**src/mixer_regs_pkg.sv**
```systemverilog
// Constants for the record path mixer and converter enable register bank
// Overview of operation
// - Reg 02h bits 9/8 enable left/right mixers
// - Reg 29h bits 8/5 unmute left PGA paths
// - Reg 29h bits 7/4 select 30dB boost
// - Reg 2Bh bits 8:6 left line gain
// - Reg 2Ah bits 8/5 unmute right PGA paths
// - Reg 2Ah bits 7/4 select right boost
// - Reg 2Ch bits 8:6 right line gain
// - Reg 02h bits 1/0 enable left/right converters
// - Reg 7Ah bit 15 enables converter sync
// - Each converter yields 24-bit 64x samples
package mixer_regs_pkg;

  // ****************************************
  // Register indices and address width
  // ****************************************
  localparam logic [7:0] IDX_PATH_POWER = 8'h02;
  localparam logic [7:0] IDX_LEFT_PGA = 8'h29;
  localparam logic [7:0] IDX_RIGHT_PGA = 8'h2A;
  localparam logic [7:0] IDX_LEFT_LINE = 8'h2B;
  localparam logic [7:0] IDX_RIGHT_LINE = 8'h2C;
  localparam logic [7:0] IDX_EXT_GATE = 8'h75;
  localparam logic [7:0] IDX_SYNC_LINK = 8'h7A;
  localparam int ADDR_W = 10;

  // ****************************************
  // Field positions
  // ****************************************
  localparam int POS_LEFT_PATH = 9;
  localparam int POS_RIGHT_PATH = 8;
  localparam int POS_LEFT_CONV = 1;
  localparam int POS_RIGHT_CONV = 0;
  localparam int POS_PGA_B_UNMUTE = 8;
  localparam int POS_PGA_B_BOOST = 7;
  localparam int POS_PGA_A_UNMUTE = 5;
  localparam int POS_PGA_A_BOOST = 4;
  localparam int POS_LINE_LSB = 6;
  localparam int LINE_W = 3;
  localparam int POS_EXT_UNLOCK = 1;
  localparam int POS_SYNC = 15;

  // ****************************************
  // Reset values and converter shape
  // ****************************************
  localparam logic RST_BIT = 1'b0;
  localparam logic [2:0] RST_LINE_GAIN = 3'h0;
  localparam logic [2:0] LINE_MUTE = 3'h0;
  localparam int SAMPLE_W = 24;
  localparam int OSR = 64;
  localparam int OSR_W = 6;

  // AXI responses
  localparam logic [1:0] RESP_OKAY = 2'h0;
  localparam logic [1:0] RESP_SLVERR = 2'h2;

endpackage

```
**src/input_mixer_adc_enable_regs.sv**
```systemverilog
// Register bank for input mixers, line gains and converter enables
//
// Register access over AXI4-Lite is this design's own decision.
module input_mixer_adc_enable_regs (
  // Clock and reset
  input wire logic clock,
  input wire logic rstn,
  // AXI4-Lite write address
  input wire logic [9:0] s_axi_awaddr,
  input wire logic [2:0] s_axi_awprot,
  input wire logic s_axi_awvalid,
  output logic s_axi_awready,
  // AXI4-Lite write data
  input wire logic [31:0] s_axi_wdata,
  input wire logic [3:0] s_axi_wstrb,
  input wire logic s_axi_wvalid,
  output logic s_axi_wready,
  // AXI4-Lite write response
  output logic [1:0] s_axi_bresp,
  output logic s_axi_bvalid,
  input wire logic s_axi_bready,
  // AXI4-Lite read address
  input wire logic [9:0] s_axi_araddr,
  input wire logic [2:0] s_axi_arprot,
  input wire logic s_axi_arvalid,
  output logic s_axi_arready,
  // AXI4-Lite read data
  output logic [31:0] s_axi_rdata,
  output logic [1:0] s_axi_rresp,
  output logic s_axi_rvalid,
  input wire logic s_axi_rready,
  // Mixer controls
  output logic left_path_enable,
  output logic right_path_enable,
  output logic left_pga_b_unmute,
  output logic left_pga_b_boost,
  output logic left_pga_a_unmute,
  output logic left_pga_a_boost,
  output logic [2:0] left_line_pin_gain,
  output logic right_pga_b_unmute,
  output logic right_pga_b_boost,
  output logic right_pga_a_unmute,
  output logic right_pga_a_boost,
  output logic [2:0] right_line_pin_gain,
  // Converter controls and samples
  output logic left_converter_enable,
  output logic right_converter_enable,
  output logic extended_map_unlock,
  output logic converter_sync_enable,
  input wire logic left_modulator_bit,
  input wire logic right_modulator_bit,
  output logic [23:0] left_sample,
  output logic [23:0] right_sample,
  output logic sample_valid
);

  // ****************************************
  // Address decode
  // ****************************************
  function automatic logic [2:0] decode(input logic [9:0] addr);
    logic [2:0] sel;
    sel = 3'h7;
    if (addr[1:0] == 2'h0) begin
      if (addr[9:2] == mixer_regs_pkg::IDX_PATH_POWER) sel = 3'h0;
      if (addr[9:2] == mixer_regs_pkg::IDX_LEFT_PGA) sel = 3'h1;
      if (addr[9:2] == mixer_regs_pkg::IDX_RIGHT_PGA) sel = 3'h2;
      if (addr[9:2] == mixer_regs_pkg::IDX_LEFT_LINE) sel = 3'h3;
      if (addr[9:2] == mixer_regs_pkg::IDX_RIGHT_LINE) sel = 3'h4;
      if (addr[9:2] == mixer_regs_pkg::IDX_EXT_GATE) sel = 3'h5;
      if (addr[9:2] == mixer_regs_pkg::IDX_SYNC_LINK) sel = 3'h6;
    end
    return sel;
  endfunction

  // ****************************************
  // Write channel capture
  // ****************************************
  logic aw_held_reg;
  logic w_held_reg;
  logic [9:0] aw_addr_reg;
  logic [31:0] w_data_reg;
  logic [3:0] w_strb_reg;
  logic wr_fire;
  logic [9:0] wr_addr;
  logic [31:0] wr_data;
  logic [3:0] wr_strb;
  logic [2:0] wr_sel;

  assign s_axi_awready = !aw_held_reg && !s_axi_bvalid;
  assign s_axi_wready = !w_held_reg && !s_axi_bvalid;
  assign wr_addr = aw_held_reg ? aw_addr_reg : s_axi_awaddr;
  assign wr_data = w_held_reg ? w_data_reg : s_axi_wdata;
  assign wr_strb = w_held_reg ? w_strb_reg : s_axi_wstrb;
  assign wr_fire = (aw_held_reg || (s_axi_awvalid && s_axi_awready))
    && (w_held_reg || (s_axi_wvalid && s_axi_wready));
  assign wr_sel = decode(wr_addr);

  always_ff @(posedge clock or negedge rstn) begin
    if (!rstn) begin
      aw_held_reg <= 1'b0;
      aw_addr_reg <= 10'h000;
    end else if (wr_fire) begin
      aw_held_reg <= 1'b0;
    end else if (s_axi_awvalid && s_axi_awready) begin
      aw_held_reg <= 1'b1;
      aw_addr_reg <= s_axi_awaddr;
    end
  end

  always_ff @(posedge clock or negedge rstn) begin
    if (!rstn) begin
      w_held_reg <= 1'b0;
      w_data_reg <= 32'h00000000;
      w_strb_reg <= 4'h0;
    end else if (wr_fire) begin
      w_held_reg <= 1'b0;
    end else if (s_axi_wvalid && s_axi_wready) begin
      w_held_reg <= 1'b1;
      w_data_reg <= s_axi_wdata;
      w_strb_reg <= s_axi_wstrb;
    end
  end

  always_ff @(posedge clock or negedge rstn) begin
    if (!rstn) begin
      s_axi_bvalid <= 1'b0;
      s_axi_bresp <= mixer_regs_pkg::RESP_OKAY;
    end else if (wr_fire) begin
      s_axi_bvalid <= 1'b1;
      s_axi_bresp <= (wr_sel == 3'h7) ? mixer_regs_pkg::RESP_SLVERR
        : mixer_regs_pkg::RESP_OKAY;
    end else if (s_axi_bready) begin
      s_axi_bvalid <= 1'b0;
    end
  end

  // ****************************************
  // Control registers
  // ****************************************
  logic lo_en;
  logic hi_en;
  assign lo_en = wr_fire && wr_strb[0];
  assign hi_en = wr_fire && wr_strb[1];

  always_ff @(posedge clock or negedge rstn) begin
    if (!rstn) begin
      left_path_enable <= mixer_regs_pkg::RST_BIT;
      right_path_enable <= mixer_regs_pkg::RST_BIT;
    end else if (hi_en && wr_sel == 3'h0) begin
      left_path_enable <= wr_data[mixer_regs_pkg::POS_LEFT_PATH];
      right_path_enable <= wr_data[mixer_regs_pkg::POS_RIGHT_PATH];
    end
  end

  always_ff @(posedge clock or negedge rstn) begin
    if (!rstn) begin
      left_converter_enable <= mixer_regs_pkg::RST_BIT;
      right_converter_enable <= mixer_regs_pkg::RST_BIT;
    end else if (lo_en && wr_sel == 3'h0) begin
      left_converter_enable <= wr_data[mixer_regs_pkg::POS_LEFT_CONV];
      right_converter_enable <= wr_data[mixer_regs_pkg::POS_RIGHT_CONV];
    end
  end

  always_ff @(posedge clock or negedge rstn) begin
    if (!rstn) begin
      left_pga_b_unmute <= mixer_regs_pkg::RST_BIT;
      left_pga_a_unmute <= mixer_regs_pkg::RST_BIT;
    end else if (wr_sel == 3'h1) begin
      if (hi_en) left_pga_b_unmute <= wr_data[mixer_regs_pkg::POS_PGA_B_UNMUTE];
      if (lo_en) left_pga_a_unmute <= wr_data[mixer_regs_pkg::POS_PGA_A_UNMUTE];
    end
  end

  always_ff @(posedge clock or negedge rstn) begin
    if (!rstn) begin
      left_pga_b_boost <= mixer_regs_pkg::RST_BIT;
      left_pga_a_boost <= mixer_regs_pkg::RST_BIT;
    end else if (lo_en && wr_sel == 3'h1) begin
      left_pga_b_boost <= wr_data[mixer_regs_pkg::POS_PGA_B_BOOST];
      left_pga_a_boost <= wr_data[mixer_regs_pkg::POS_PGA_A_BOOST];
    end
  end

  always_ff @(posedge clock or negedge rstn) begin
    if (!rstn) begin
      right_pga_b_unmute <= mixer_regs_pkg::RST_BIT;
      right_pga_a_unmute <= mixer_regs_pkg::RST_BIT;
    end else if (wr_sel == 3'h2) begin
      if (hi_en) right_pga_b_unmute <= wr_data[mixer_regs_pkg::POS_PGA_B_UNMUTE];
      if (lo_en) right_pga_a_unmute <= wr_data[mixer_regs_pkg::POS_PGA_A_UNMUTE];
    end
  end

  always_ff @(posedge clock or negedge rstn) begin
    if (!rstn) begin
      right_pga_b_boost <= mixer_regs_pkg::RST_BIT;
      right_pga_a_boost <= mixer_regs_pkg::RST_BIT;
    end else if (lo_en && wr_sel == 3'h2) begin
      right_pga_b_boost <= wr_data[mixer_regs_pkg::POS_PGA_B_BOOST];
      right_pga_a_boost <= wr_data[mixer_regs_pkg::POS_PGA_A_BOOST];
    end
  end

  always_ff @(posedge clock or negedge rstn) begin
    if (!rstn) begin
      left_line_pin_gain <= mixer_regs_pkg::RST_LINE_GAIN;
    end else if (wr_sel == 3'h3) begin
      if (lo_en) left_line_pin_gain[1:0] <= wr_data[mixer_regs_pkg::POS_LINE_LSB +: 2];
      if (hi_en) left_line_pin_gain[2] <= wr_data[mixer_regs_pkg::POS_LINE_LSB + 2];
    end
  end

  always_ff @(posedge clock or negedge rstn) begin
    if (!rstn) begin
      right_line_pin_gain <= mixer_regs_pkg::RST_LINE_GAIN;
    end else if (wr_sel == 3'h4) begin
      if (lo_en) right_line_pin_gain[1:0] <= wr_data[mixer_regs_pkg::POS_LINE_LSB +: 2];
      if (hi_en) right_line_pin_gain[2] <= wr_data[mixer_regs_pkg::POS_LINE_LSB + 2];
    end
  end

  // Extended map unlock
  always_ff @(posedge clock or negedge rstn) begin
    if (!rstn) begin
      extended_map_unlock <= mixer_regs_pkg::RST_BIT;
    end else if (lo_en && wr_sel == 3'h5) begin
      extended_map_unlock <= wr_data[mixer_regs_pkg::POS_EXT_UNLOCK];
    end
  end

  always_ff @(posedge clock or negedge rstn) begin
    if (!rstn) begin
      converter_sync_enable <= mixer_regs_pkg::RST_BIT;
    end else if (hi_en && wr_sel == 3'h6 && extended_map_unlock) begin
      converter_sync_enable <= wr_data[mixer_regs_pkg::POS_SYNC];
    end
  end

  // ****************************************
  // Read channel
  // ****************************************
  logic [31:0] rd_word;
  logic [2:0] rd_sel;
  assign s_axi_arready = !s_axi_rvalid;
  assign rd_sel = decode(s_axi_araddr);

  always_comb begin
    rd_word = 32'h00000000;
    unique case (rd_sel)
      3'h0: begin
        rd_word[mixer_regs_pkg::POS_LEFT_PATH] = left_path_enable;
        rd_word[mixer_regs_pkg::POS_RIGHT_PATH] = right_path_enable;
        rd_word[mixer_regs_pkg::POS_LEFT_CONV] = left_converter_enable;
        rd_word[mixer_regs_pkg::POS_RIGHT_CONV] = right_converter_enable;
      end
      3'h1: begin
        rd_word[mixer_regs_pkg::POS_PGA_B_UNMUTE] = left_pga_b_unmute;
        rd_word[mixer_regs_pkg::POS_PGA_B_BOOST] = left_pga_b_boost;
        rd_word[mixer_regs_pkg::POS_PGA_A_UNMUTE] = left_pga_a_unmute;
        rd_word[mixer_regs_pkg::POS_PGA_A_BOOST] = left_pga_a_boost;
      end
      3'h2: begin
        rd_word[mixer_regs_pkg::POS_PGA_B_UNMUTE] = right_pga_b_unmute;
        rd_word[mixer_regs_pkg::POS_PGA_B_BOOST] = right_pga_b_boost;
        rd_word[mixer_regs_pkg::POS_PGA_A_UNMUTE] = right_pga_a_unmute;
        rd_word[mixer_regs_pkg::POS_PGA_A_BOOST] = right_pga_a_boost;
      end
      3'h3: rd_word[mixer_regs_pkg::POS_LINE_LSB +: 3] = left_line_pin_gain;
      3'h4: rd_word[mixer_regs_pkg::POS_LINE_LSB +: 3] = right_line_pin_gain;
      3'h5: rd_word[mixer_regs_pkg::POS_EXT_UNLOCK] = extended_map_unlock;
      3'h6: rd_word[mixer_regs_pkg::POS_SYNC] = converter_sync_enable;
      3'h7: rd_word = 32'h00000000;
    endcase
  end

  always_ff @(posedge clock or negedge rstn) begin
    if (!rstn) begin
      s_axi_rvalid <= 1'b0;
      s_axi_rdata <= 32'h00000000;
      s_axi_rresp <= mixer_regs_pkg::RESP_OKAY;
    end else if (s_axi_arvalid && s_axi_arready) begin
      s_axi_rvalid <= 1'b1;
      s_axi_rdata <= rd_word;
      s_axi_rresp <= (rd_sel == 3'h7) ? mixer_regs_pkg::RESP_SLVERR
        : mixer_regs_pkg::RESP_OKAY;
    end else if (s_axi_rready) begin
      s_axi_rvalid <= 1'b0;
    end
  end

  // ****************************************
  // Converter decimation
  // ****************************************
  logic [1:0] left_sync_reg;
  logic [1:0] right_sync_reg;
  logic [5:0] phase_reg;
  logic [23:0] left_acc_reg;
  logic [23:0] right_acc_reg;
  logic any_on;
  logic phase_end;
  assign any_on = left_converter_enable || right_converter_enable;
  assign phase_end = phase_reg == 6'(mixer_regs_pkg::OSR - 1);

  always_ff @(posedge clock or negedge rstn) begin
    if (!rstn) begin
      left_sync_reg <= 2'h0;
      right_sync_reg <= 2'h0;
    end else begin
      left_sync_reg <= {left_sync_reg[0], left_modulator_bit};
      right_sync_reg <= {right_sync_reg[0], right_modulator_bit};
    end
  end

  always_ff @(posedge clock or negedge rstn) begin
    if (!rstn) begin
      phase_reg <= 6'h00;
    end else if (!any_on || (!converter_sync_enable && !(left_converter_enable
        && right_converter_enable) && phase_end)) begin
      phase_reg <= 6'h00;
    end else begin
      phase_reg <= phase_reg + 6'h01;
    end
  end

  always_ff @(posedge clock or negedge rstn) begin
    if (!rstn) begin
      left_acc_reg <= 24'h000000;
      right_acc_reg <= 24'h000000;
      left_sample <= 24'h000000;
      right_sample <= 24'h000000;
      sample_valid <= 1'b0;
    end else begin
      sample_valid <= any_on && phase_end;
      left_acc_reg <= (phase_end ? 24'h000000 : left_acc_reg)
        + {23'h000000, left_sync_reg[1] & left_converter_enable};
      right_acc_reg <= (phase_end ? 24'h000000 : right_acc_reg)
        + {23'h000000, right_sync_reg[1] & right_converter_enable};
      if (phase_end) begin
        left_sample <= left_converter_enable ? left_acc_reg : 24'h000000;
        right_sample <= right_converter_enable ? right_acc_reg : 24'h000000;
      end
    end
  end

endmodule

```
**config.mk**
```make
export PLATFORM = sky130hd
export DESIGN_NAME = input_mixer_adc_enable_regs
export DESIGN_NICKNAME = d
export VERILOG_FILES = /design/src/mixer_regs_pkg.sv /design/src/input_mixer_adc_enable_regs.sv
export SDC_FILE = /design/constraint.sdc
export NUM_CORES = 1
export LEC_CHECK = 0
export BUFFER_PORTS_ARGS = -buffer_cell sky130_fd_sc_hd__buf_2
export CAP_MARGIN = 10
export CORE_MARGIN = 2
export CORE_UTILIZATION = 55
export CTS_BUF_LIST = sky130_fd_sc_hd__clkbuf_4 sky130_fd_sc_hd__clkbuf_8
export CTS_CLUSTER_SIZE = 28
export DETAILED_ROUTE_END_ITERATION = 6
export GPL_ROUTABILITY_DRIVEN = 0
export HOLD_SLACK_MARGIN = 0.12
export PLACE_DENSITY_LB_ADDON = 0.15
export SYNTH_ARGS = -nofsm -noshare
export SYNTH_HDL_FRONTEND = slang
export SYNTH_SLANG_ARGS = --single-unit
```
**constraint.sdc**
```tcl
create_clock -name clock -period 6.25 [get_ports clock]
set_clock_uncertainty 0.15 [all_clocks]
set_input_delay 1.25 -clock clock [delete_from_list [all_inputs] [get_ports clock]]
set_output_delay 1.25 -clock clock [all_outputs]
set_load 0.05 [all_outputs]
```
==> qor.txt, run 1 <==
Pwr/cell area: 276.6 nW/µm²
Share of the clock period used by the worst path: 58.68%
Share of post-route cells with drive strength above 1: 24.55%
Final net count: 957
Slew margin rel.: 32.84%
Critical path's top delay family: compound AO/OA/AOI/OAI gates
Worst stage delay on the critical path: 0.88 ns
Tightest Hold Check Type: flop to flop
Final-layout fill cell count: 1167
Clk pin slew, worst setup/hold paths: 0.08 ns
Number of ports placed on the die boundary: 181
Detailed Route Iter0 Violations: 483
Sequential cell area fraction in the yosys report: 51.94%
Buffers inserted by post-CTS timing repair: 0
Combined buffer and inverter count along the critical path: 1
Crit path time final: 3.668 ns
Slowest cell on the critical path: o41ai_2
Critical Path, Cell by Cell: buf_2 > or3b_1 > and2_1 > o41ai_2 > o21bai_1 > nor4b_2 > mux2_1
Cell at the root of the clock tree: clkbuf_8
Final HPWL from detailed placement: 11150 µm
Total count of hold-check failures in the final report: 0
Static Leak: 4.470 nW
Overall Global Routing Usage: 22.65%
Total Power: 2.455 mW
Data required time at the worst endpoint: 6.43 ns
Clock tree from TritonCTS: built
DR DRC count: 0
Detailed-route wire length: 16080 µm
Worst endpoint data arrival time: 3.85 ns
CTS buffer count: 17
Mean cell area of the mapped netlist: 10.23 µm²
Setup total negative slack: 0 ns
Count of mapped cells out of synthesis: 768
Die area: 15250 µm²
Result of the run: completed
CTS max path bufs: 2
Average wire per standard cell: 14.99 µm
Slew at the pin closest to its max-slew limit: 1.007 ns
Final number of setup-violating endpoints: 0
Overall die height: 123.5 µm
Number of buffers added on ports: 124
Flops & latches, synth: 163
Prevailing post-synth register cell: dfrtp_1
Pins Over Slew Limit: 0
Initial standard-cell utilization of the core: 56.36%
Final worst setup slack: 2.582 ns
Worst Path Class, Setup: input pin to flop
Detailed Routing Iterations Pass 1: 5
RSZ-0062 raised after global routing: no
Via density per instance: 5.492
Initial antenna violation count: 1
Synth async-reset ratio: 100.0%
Total clock sinks: 163
Clock latency on the worst-skew pair: 0.45 ns
Maximum number of pins on one net before global-route repair: 115
Via count: 5893
Netlist Area Pre-Place: 7854 µm²
Post-synth EDFFs: 0
Distinct cell type count after synthesis: 70
Number of cells upsized or downsized after cts: 0
Worst supply voltage drop on vdd: 0.0002867 V
Number of max-cap violations: 0
Final global-route overflow total: 0
Leading cell type in the layout, fill and taps excluded: dfrtp_1
X dimension of the die: 123.5 µm
Type of element capturing the critical path: flop
Register-to-Register Setup Slack: 2.61 ns
Pre-CTS worst setup slack: 2.158 ns
Placeable core region: 13930 µm²
Cell row count: 43
Htree depth: 4
Top achievable clock speed: 0.2727 GHz
Number of warnings issued by yosys: 0
Global-route wire length before repair: 27190 µm
Top fanout value on the critical path: 11
Highest-count cells in the layout ignoring fill and taps: 163 x dfrtp_1, 133 x nand2_1, 123 x buf_2
Synth-to-layout area growth: 13.00%
Via count of the first global-routing pass: 5784
Count of antenna-violating nets left after detailed routing: 0
Number of hold buffers added after cts: 0
Startpoint type of the worst setup path: input pin
## report_power, final
| part | switching (mW) | internal [mW] | leakage, nW |
|---|---|---|---|
| registers | 0.102 | 1.15 | 2.21 |
| clock network | 0.369 | 0.367 | 0.187 |
| logic | 0.281 | 0.190 | 2.08 |
| total | 0.752 | 1.70 | 4.47 |
## logic make-up (layout without fill, tap and decap cells)
kind of cell | after synthesis | after routing | synth area share (%)
AND/OR/NAND/NOR | 372 | 372 | 23.51
other | 1 | 26 | 0.04775
flip-flops | 163 | 163 | 51.94
XOR/XNOR | 48 | 48 | 5.353
adder cells (fa/ha/maj) | 5 | 5 | 0.7966
buffers and inverters | 64 | 164 | 4.509
AO/OA/AOI/OAI | 60 | 60 | 5.879
multiplexers | 55 | 55 | 7.965
## worst paths after layout
| kind | endpoint | cells after the start | from |
|---|---|---|---|
| setup / recovery | converter_sync_enable$_DFFE_PN0P_ | 7 | s_axi_awaddr[3] |
| hold / removal | left_sync_reg[1]$_DFF_PN0_ | 0 | left_sync_reg[0]$_DFF_PN0_ |
| setup reg to reg | left_acc_reg[22]$_DFF_PN0_ | 11 | phase_reg[0]$_DFF_PN0_ |
| hold reg to reg | left_sync_reg[1]$_DFF_PN0_ | 0 | left_sync_reg[0]$_DFF_PN0_ |
| max in group asynchronous | left_acc_reg[5]$_DFF_PN0_ | 2 | rstn |
| min in group asynchronous | left_sample[18]$_DFFE_PN0P_ | 1 | rstn |
## cell usage after synthesis (4+ instances only)
master / instances / area share (%)
dfrtp_1: 163 / 52
nand2_1: 133 / 6.4
nand3_1: 74 / 4.7
nor2_1: 60 / 2.9
mux2_2: 43 / 6.2
xor2_1: 29 / 3.2
buf_4: 26 / 2.5
clkbuf_1: 25 / 1.2
xnor2_1: 19 / 2.1
nor3_1: 13 / 0.83
and2_1: 11 / 0.88
nand4_1: 11 / 0.88
o21ai_0: 10 / 0.64
and3_1: 9 / 0.72
a21oi_1: 8 / 0.51
inv_1: 7 / 0.33
nand3b_1: 7 / 0.67
nor2b_1: 7 / 0.56
ha_1: 5 / 0.80
mux2_1: 5 / 0.72
nor4_1: 5 / 0.40
o21bai_1: 5 / 0.48
and4_1: 4 / 0.45
mux2i_1: 4 / 0.51
nor3b_1: 4 / 0.38
o31ai_1: 4 / 0.38
or2_2: 4 / 0.32
## routing by layer
| layer | global-route usage [%] | vias up | wire, µm |
|---|---|---|---|
| met5 | 0 | - | 11 |
| met4 | 7.528 | 2 | 201 |
| met3 | 6.089 | 20 | 927 |
| met2 | 38.22 | 152 | 8068 |
| met1 | 28.26 | 2877 | 6871 |
| li1 | - | 2842 | - |
## final cells by class
type                            instances  area [µm²]  area share (%)
Antenna cell                            1       2.502         0.02820
Clock buffer                           20       262.8           2.961
Clock inverter                         10       111.4           1.255
Inverter                                7       26.28          0.2961
Multi-Input combinational cell        565        3518           39.64
Sequential cell                       163        4079           45.96
Tap cell                              180       225.2           2.538
Timing Repair Buffer                  127       649.4           7.317
## stage by stage
stage | utilization [%] | instance area (µm²) | hold slack (ns) | instances
2_1_floorplan | - | 7944 | 0.1812 | 792
3_3_place_gp | 60.99 | 8498 | 0.1841 | 1042
3_5_place_dp | 60.99 | 8498 | 0.1858 | 1042
4_1_cts | 63.67 | 8872 | 0.2036 | 1072
5_1_grt | 63.67 | 8872 | 0.2132 | 1072
6_report | 63.69 | 8875 | 0.1999 | 1073
Power figures use the tool's default switching activity.
==> run 2, diff against run 1 <==
- ABC_AREA: not set -> 1
- CORE_UTILIZATION: 55 -> 51
- clock period: 6.25 -> 3.35 ns (I/O delays scaled with it)
==> qor.txt, run 2 <==
Count of antenna-violating nets left after detailed routing: 0 (unchanged)
Buffers inserted by post-CTS timing repair: 0 (unchanged)
Static Leak: 5.022 nW (+12%)
Final HPWL from detailed placement: 12280 µm (+10%)
Die area: 17010 µm² (+12%)
Prevailing post-synth register cell: dfrtp_1
Top achievable clock speed: 0.3803 GHz
X dimension of the die: 130.4 µm (+5.6%)
Number of cells on the worst reg-to-reg path: 14 (+3)
Sequential cell area fraction in the yosys report: 50.04% (-1.9 points)
Placeable core region: 15770 µm² (+13%)
Worst supply voltage drop on vdd: 0.0003552 V (+24%)
Via density per instance: 4.864 (-11%)
Slew margin rel.: 44.01% (+11 points)
Pwr/cell area: 504.6 nW/µm² (+82%)
Distinct cell type count after synthesis: 36 (-49%)
Number of cells upsized or downsized after cts: 0 (unchanged)
Post-route non-filler standard cell count: 1358 (+27%)
Worst endpoint data arrival time: 2.82 ns (-1.03 ns)
Number of cells after detailed placement: 1328 (+27%)
Worst hold-check slack: 0.1765 ns (-0.02341 ns)
RSZ-0062 raised after global routing: no
Total count of hold-check failures in the final report: 0 (unchanged)
Initial standard-cell utilization of the core: 51.69% (-4.7 points)
Result of the run: completed
Synth async-reset ratio: 100.0% (unchanged)
Detailed Route Iter0 Violations: 338 (-30%)
Average wire per standard cell: 12.65 µm (-16%)
Share of post-route cells with drive strength above 1: 17.95% (-6.6 points)
Overall Global Routing Usage: 21.39% (-1.3 points)
Pins Over Slew Limit: 0 (unchanged)
Cell at the root of the clock tree: clkbuf_8
CTS buffer count: 17 (unchanged)
Mean cell area of the mapped netlist: 8.079 µm² (-21%)
Via count: 6605 (+12%)
Netlist Area Pre-Place: 8152 µm² (+3.8%)
Top fanout value on the critical path: 7 (-4)
Number of buffers added on ports: 124 (unchanged)
Hold Path Origin: left_modulator_bit
Type of element capturing the critical path: flop
CTS max path bufs: 2 (unchanged)
Worst Path Class, Setup: flop to flop
Initial antenna violation count: 0 (-1)
Htree depth: 4 (unchanged)
Cell with the most instances after synthesis: nand2_1
Leading cell type in the layout, fill and taps excluded: nand2_1
Global-route wire length before repair: 28750 µm (+5.7%)
Cell row count: 46 (+7.0%)
Clock tree from TritonCTS: built
Number of max-cap violations: 0 (unchanged)
Final global-route overflow total: 0 (unchanged)
Overall die height: 130.4 µm (+5.6%)
Clock latency on the worst-skew pair: 0.45 ns (about the same)
Tightest Hold Check Type: input pin to flop
Detailed-route wire length: 17170 µm (+6.8%)
Final net count: 1208 (+26%)
Origin of the critical flop-to-flop path: phase_reg[0]$_DFF_PN0_
Count of mapped cells out of synthesis: 1009 (+31%)
Slew at the pin closest to its max-slew limit: 0.8399 ns (-0.1675 ns)
Crit path time final: 2.629 ns
Startpoint type of the worst setup path: flop
Endpoint of the most critical register-to-register path: left_acc_reg[22]$_DFF_PN0_
Flops & latches, synth: 163 (unchanged)
Data required time at the worst endpoint: 3.54 ns (-2.89 ns)
Setup total negative slack: 0 ns (unchanged)
Highest-count cells in the layout ignoring fill and taps: 285 x nand2_1, 163 x dfrtp_1, 128 x nor2_1
Final core utilization: 59.15% (-4.5 points)
DR DRC count: 0 (unchanged)
Synth cell count leaders: 285 x nand2_1, 163 x dfrtp_1, 128 x nor2_1, 95 x inv_1, 73 x nand3_1
Synth-to-layout area growth: 14.43%
Detailed Routing Iterations Pass 1: 4 (-1)
Clk pin slew, worst setup/hold paths: 0.08 ns (about the same)
Depth of the worst hold-timing path: 1 (+1)
Register-to-Register Setup Slack: 0.72 ns (-1.89 ns)
Total inserted antenna cells: 0 (-1)
Number of hold buffers added after cts: 1 (+1)
Number of warnings issued by yosys: 0 (unchanged)
Maximum number of pins on one net before global-route repair: 62 (-46%)
Leading area contributor after synthesis: dfrtp_1
Total clock sinks: 163 (unchanged)
Endpoint of the worst hold-timing path: left_sync_reg[0]$_DFF_PN0_
Synth top area share: 50.04% (-1.9 points)
Share of the clock period used by the worst path: 78.48%
Number of ports placed on the die boundary: 181 (unchanged)
Final number of setup-violating endpoints: 0 (unchanged)
Via count of the first global-routing pass: 6017 (+4.0%)
Leading cell types by total area after synthesis: dfrtp_1 50%, nand2_1 13%, nor2_1 5.9%, nand3_1 4.5%, inv_1 4.4%
Post-synth EDFFs: 0 (unchanged)
==> run 2: cell count changes after synthesis, moves of 9 or more <==
cell     previous run  this run
inv_1               7        95
and2_1             11         1
o21ai_0            10        44
nand2_1           133       285
o31ai_1             4        15
and3_1              9         0
nor2_1             60       128
nor2_2              0         9
mux2_2             43         0
nand4_1            11        20
==> run 2: cells by family after synthesis <==
family / share of synthesized area (%)
xor gates and xnor gates: 4.620
and+or+nand+nor: 30.21
DFF: 50.04
AOI/OAI and AO/OA: 5.449
buffers and inverters: 8.872
other: 0.04600
adders and majority gates: 0.7675
==> run 2: how the worst max path moves through the flow <==
stage                                 startpoint                          end  cells past startpoint  slack, ns
final                     phase_reg[0]$_DFF_PN0_   left_acc_reg[22]$_DFF_PN0_                     14       0.72
after global routing      phase_reg[0]$_DFF_PN0_   left_acc_reg[22]$_DFF_PN0_                     14       0.41
after floorplan           phase_reg[0]$_DFF_PN0_   left_acc_reg[22]$_DFF_PN0_                     17       0.46
after global placement    phase_reg[0]$_DFF_PN0_  right_acc_reg[20]$_DFF_PN0_                     13       0.71
after detailed placement  phase_reg[0]$_DFF_PN0_   left_acc_reg[22]$_DFF_PN0_                     14       0.69
after CTS                 phase_reg[0]$_DFF_PN0_  right_acc_reg[20]$_DFF_PN0_                     13       0.66
==> run 2: metal layers <==
| layer | up-vias | track usage, % | wire length (µm) |
|---|---|---|---|
| met2 | 145 | 32.18 | 7634 |
| met1 | 3055 | 31.28 | 8471 |
| met3 | 25 | 3.990 | 735 |
| met4 | 0 | 7.635 | 330 |
| met5 | - | 0 | 0 |
| li1 | 3380 | - | - |
==> run 2: power by group <==
group          total (mW)  internal, mW  switching, mW  leakage, nW
Sequential           2.28          2.13          0.146         2.21
Clock                1.55         0.837          0.712        0.204
Combinational       0.882         0.231          0.651         2.61
==> run 2: per-stage QoR <==
stage               power, mW  area (µm²)  setup WS (ns)
CTS                     4.758        9328         0.6628
global placement        3.188        8899         0.7128
floorplan               3.021        8242         0.4576
detailed placement      3.208        8899         0.6851
global route            4.984        9328         0.4150
finish                  4.707        9328         0.7208
==> run 2: cell type report <==
| cell class | instances | area [µm²] |
|---|---|---|
| fillers | 1532 | 6442 |
| flip-flops and latches | 163 | 4079 |
| multi-input cells | 712 | 3440 |
| repair buffers | 137 | 739.5 |
| inverters | 101 | 380.4 |
| well taps | 216 | 270.3 |
| clock buffers | 20 | 262.8 |
| clock inverters | 9 | 156.4 |
==> run 2: worst max-delay path: stages (launching register included) <==
cell and delay (ns):
dfrtp_1 0.40, ha_1 0.24, nand3_2 0.12, nor2_4 0.07, nor2_1 0.09, ha_1 0.17
ha_1 0.19, nand3_1 0.14, nor2_2 0.13, nand2_1 0.11, nor2_1 0.22, nand2_2 0.11
nor2_2 0.15, nand2_1 0.09, xor2_1 0.15
==> run 3, diff against run 2 <==
- ABC_AREA: 1 -> 0
- clock period: 3.35 -> 2.25 ns (I/O delays scaled with it)
==> qor.txt, run 3 (synthesis results as in run 1) <==
Final HPWL from detailed placement: 13050 µm (+6.3%)
Slew margin rel.: 66.21% (+22 points)
Worst endpoint data arrival time: 2.96 ns (+0.14 ns)
Final net count: 1103 (-8.7%)
Average wire per standard cell: 16.63 µm (+32%)
Via count of the first global-routing pass: 6735 (+12%)
Overall Global Routing Usage: 24.33% (+2.9 points)
Clock tree from TritonCTS: built
Top fanout value on the critical path: 8 (+1)
Total clock sinks: 163 (unchanged)
Final number of setup-violating endpoints: 43 (+43)
Htree depth: 4 (unchanged)
Detailed Routing Iterations Pass 1: 4 (unchanged)
Final worst setup slack: -0.5030 ns (-1.224 ns)
Placement Cell Area: 9540 µm² (+7.2%)
Initial antenna violation count: 0 (unchanged)
DR DRC count: 0 (unchanged)
Share of post-route cells with drive strength above 1: 42.02% (+24 points)
Via count: 6647 (+0.64%)
X dimension of the die: 128.1 µm (-1.8%)
Maximum number of pins on one net before global-route repair: 64 (+3.2%)
Type of element capturing the critical path: flop
Synth-to-layout area growth: 40.26%
Number of ports placed on the die boundary: 181 (unchanged)
RSZ-0062 raised after global routing: yes
Global-route wire length before repair: 31950 µm (+11%)
Crit path time final: 2.753 ns (+0.1238 ns)
Post-route cell area: 11020 µm² (+18%)
Tightest Hold Check Type: input pin to flop
Final core utilization: 72.73% (+14 points)
Overall die height: 128.1 µm (-1.8%)
Static Leak: 5.480 nW (+9.1%)
Detailed Route Iter0 Violations: 354 (+4.7%)
Total inserted antenna cells: 0 (unchanged)
Pwr/cell area: 713.2 nW/µm² (+41%)
Via density per instance: 5.413 (+11%)
Highest-count cells in the layout ignoring fill and taps: 161 x dfrtp_1, 130 x nand2_1, 122 x buf_2
Result of the run: finished with violations
Number of max-cap violations: 0 (unchanged)
Count of antenna-violating nets left after detailed routing: 0 (unchanged)
CTS max path bufs: 2 (unchanged)
Final global-route overflow total: 0 (unchanged)
Share of the clock period used by the worst path: 122.4% (+44 points)
Cell row count: 45 (-2.2%)
Violations in the final reports: negative setup slack
Placeable core region: 15150 µm² (-4.0%)
Slew at the pin closest to its max-slew limit: 0.5068 ns (-0.3331 ns)
Clock latency on the worst-skew pair: 0.47 ns (+0.02 ns)
Number of buffers added on ports: 124 (unchanged)
Worst hold-check slack: 0.1407 ns (-0.03577 ns)
Pins Over Slew Limit: 0 (unchanged)
Startpoint type of the worst setup path: flop
Leading cell type in the layout, fill and taps excluded: dfrtp_1
Cell at the root of the clock tree: clkbuf_8
Data required time at the worst endpoint: 2.45 ns (-1.09 ns)
Total count of hold-check failures in the final report: 0 (unchanged)
Die area: 16410 µm² (-3.5%)
Worst supply voltage drop on vdd: 0.0007155 V (+100%)
CTS buffer count: 17 (unchanged)
Top achievable clock speed: 0.3632 GHz (-4.5%)
Clk pin slew, worst setup/hold paths: 0.09 ns (about the same)
Worst Path Class, Setup: flop to flop
Detailed-route wire length: 20420 µm (+19%)
Initial standard-cell utilization of the core: 51.85% (+0.16 points)
-- run 3: cell count changes in the layout (fill, tap and decap cells not counted), moves of 36 or more --
cell,previous run,this run
buf_4,11,102
inv_1,95,7
mux2_2,0,36
nand2_1,285,130
nor2_1,128,50
o21ai_0,44,8
-- run 3: critical path: stages (launching register included) --
cell and delay (ns):
dfrtp_2 0.47, or3b_4 0.40, and2_4 0.16, buf_6 0.12, o41ai_2 0.29, buf_4 0.24
o21bai_4 0.19, nor4b_4 0.30, mux2_4 0.34
-- run 3: final cells by class --
class	instances	area [µm²]
Multi-Input combinational cell	565	4228
Fill cell	1049	4130
Sequential cell	163	4081
Timing Repair Buffer	273	1996
Clock buffer	18	247.7
Tap cell	188	235.2
Clock inverter	14	201.4
Inverter	7	26.28
-- run 3: through the flow --
| step | instances | power, mW | setup slack (ns) | TNS, ns |
|---|---|---|---|---|
| floorplan | 792 | 4.639 | -0.3975 | -11.12 |
| global placement | 1143 | 5.192 | -0.5077 | -11.79 |
| detailed placement | 1143 | 5.262 | -0.5868 | -14.31 |
| CTS | 1214 | 7.780 | -0.4452 | -8.673 |
| global route | 1228 | 8.173 | -0.5769 | -13.67 |
| finish | 1228 | 7.856 | -0.5030 | -9.611 |
-- run 3: path summary, 6_finish.rpt --
path / startpoint / end / slack, ns / cells after the start
max in group asynchronous: rstn / left_sample[3]$_DFFE_PN0P_ / 0.90 / 3
max reg2reg: aw_held_reg$_DFFE_PN0P_ / converter_sync_enable$_DFFE_PN0P_ / -0.50 / 8
min: s_axi_awaddr[0] / aw_addr_reg[0]$_DFFE_PN0P_ / 0.14 / 2
min reg2reg: right_sync_reg[0]$_DFF_PN0_ / right_sync_reg[1]$_DFF_PN0_ / 0.21 / 0
min in group asynchronous: rstn / right_sample[10]$_DFFE_PN0P_ / 0.32 / 2
max: aw_held_reg$_DFFE_PN0P_ / converter_sync_enable$_DFFE_PN0P_ / -0.50 / 8
-- run 3: report_power, final --
group          internal [mW]  switching, mW  total, mW
registers               3.19          0.200       3.39
logic                  0.942           1.14       2.08
clock network           1.25           1.14       2.39
-- run 3: per-layer routing --
layer	part of all wire, %	wire [µm]	GRT usage (%)	vias up
met5	0	0	0	-
met4	1.5	316	8.274	0
met3	4.8	972	5.760	27
met2	53	10810	42.91	184
met1	41	8317	29.31	3299
li1	-	-	-	3137
-- run 3: repair_timing --
action | CTS | global route
setup buffers | 19 | 17
pin swaps | 34 | 41
endpoints found under the hold margin | 59 | 0
hold buffers | 20 | 0
gates resized for setup | 64 | 53
gates cloned | 0 | 3
setup endpoints to repair | 41 | 110
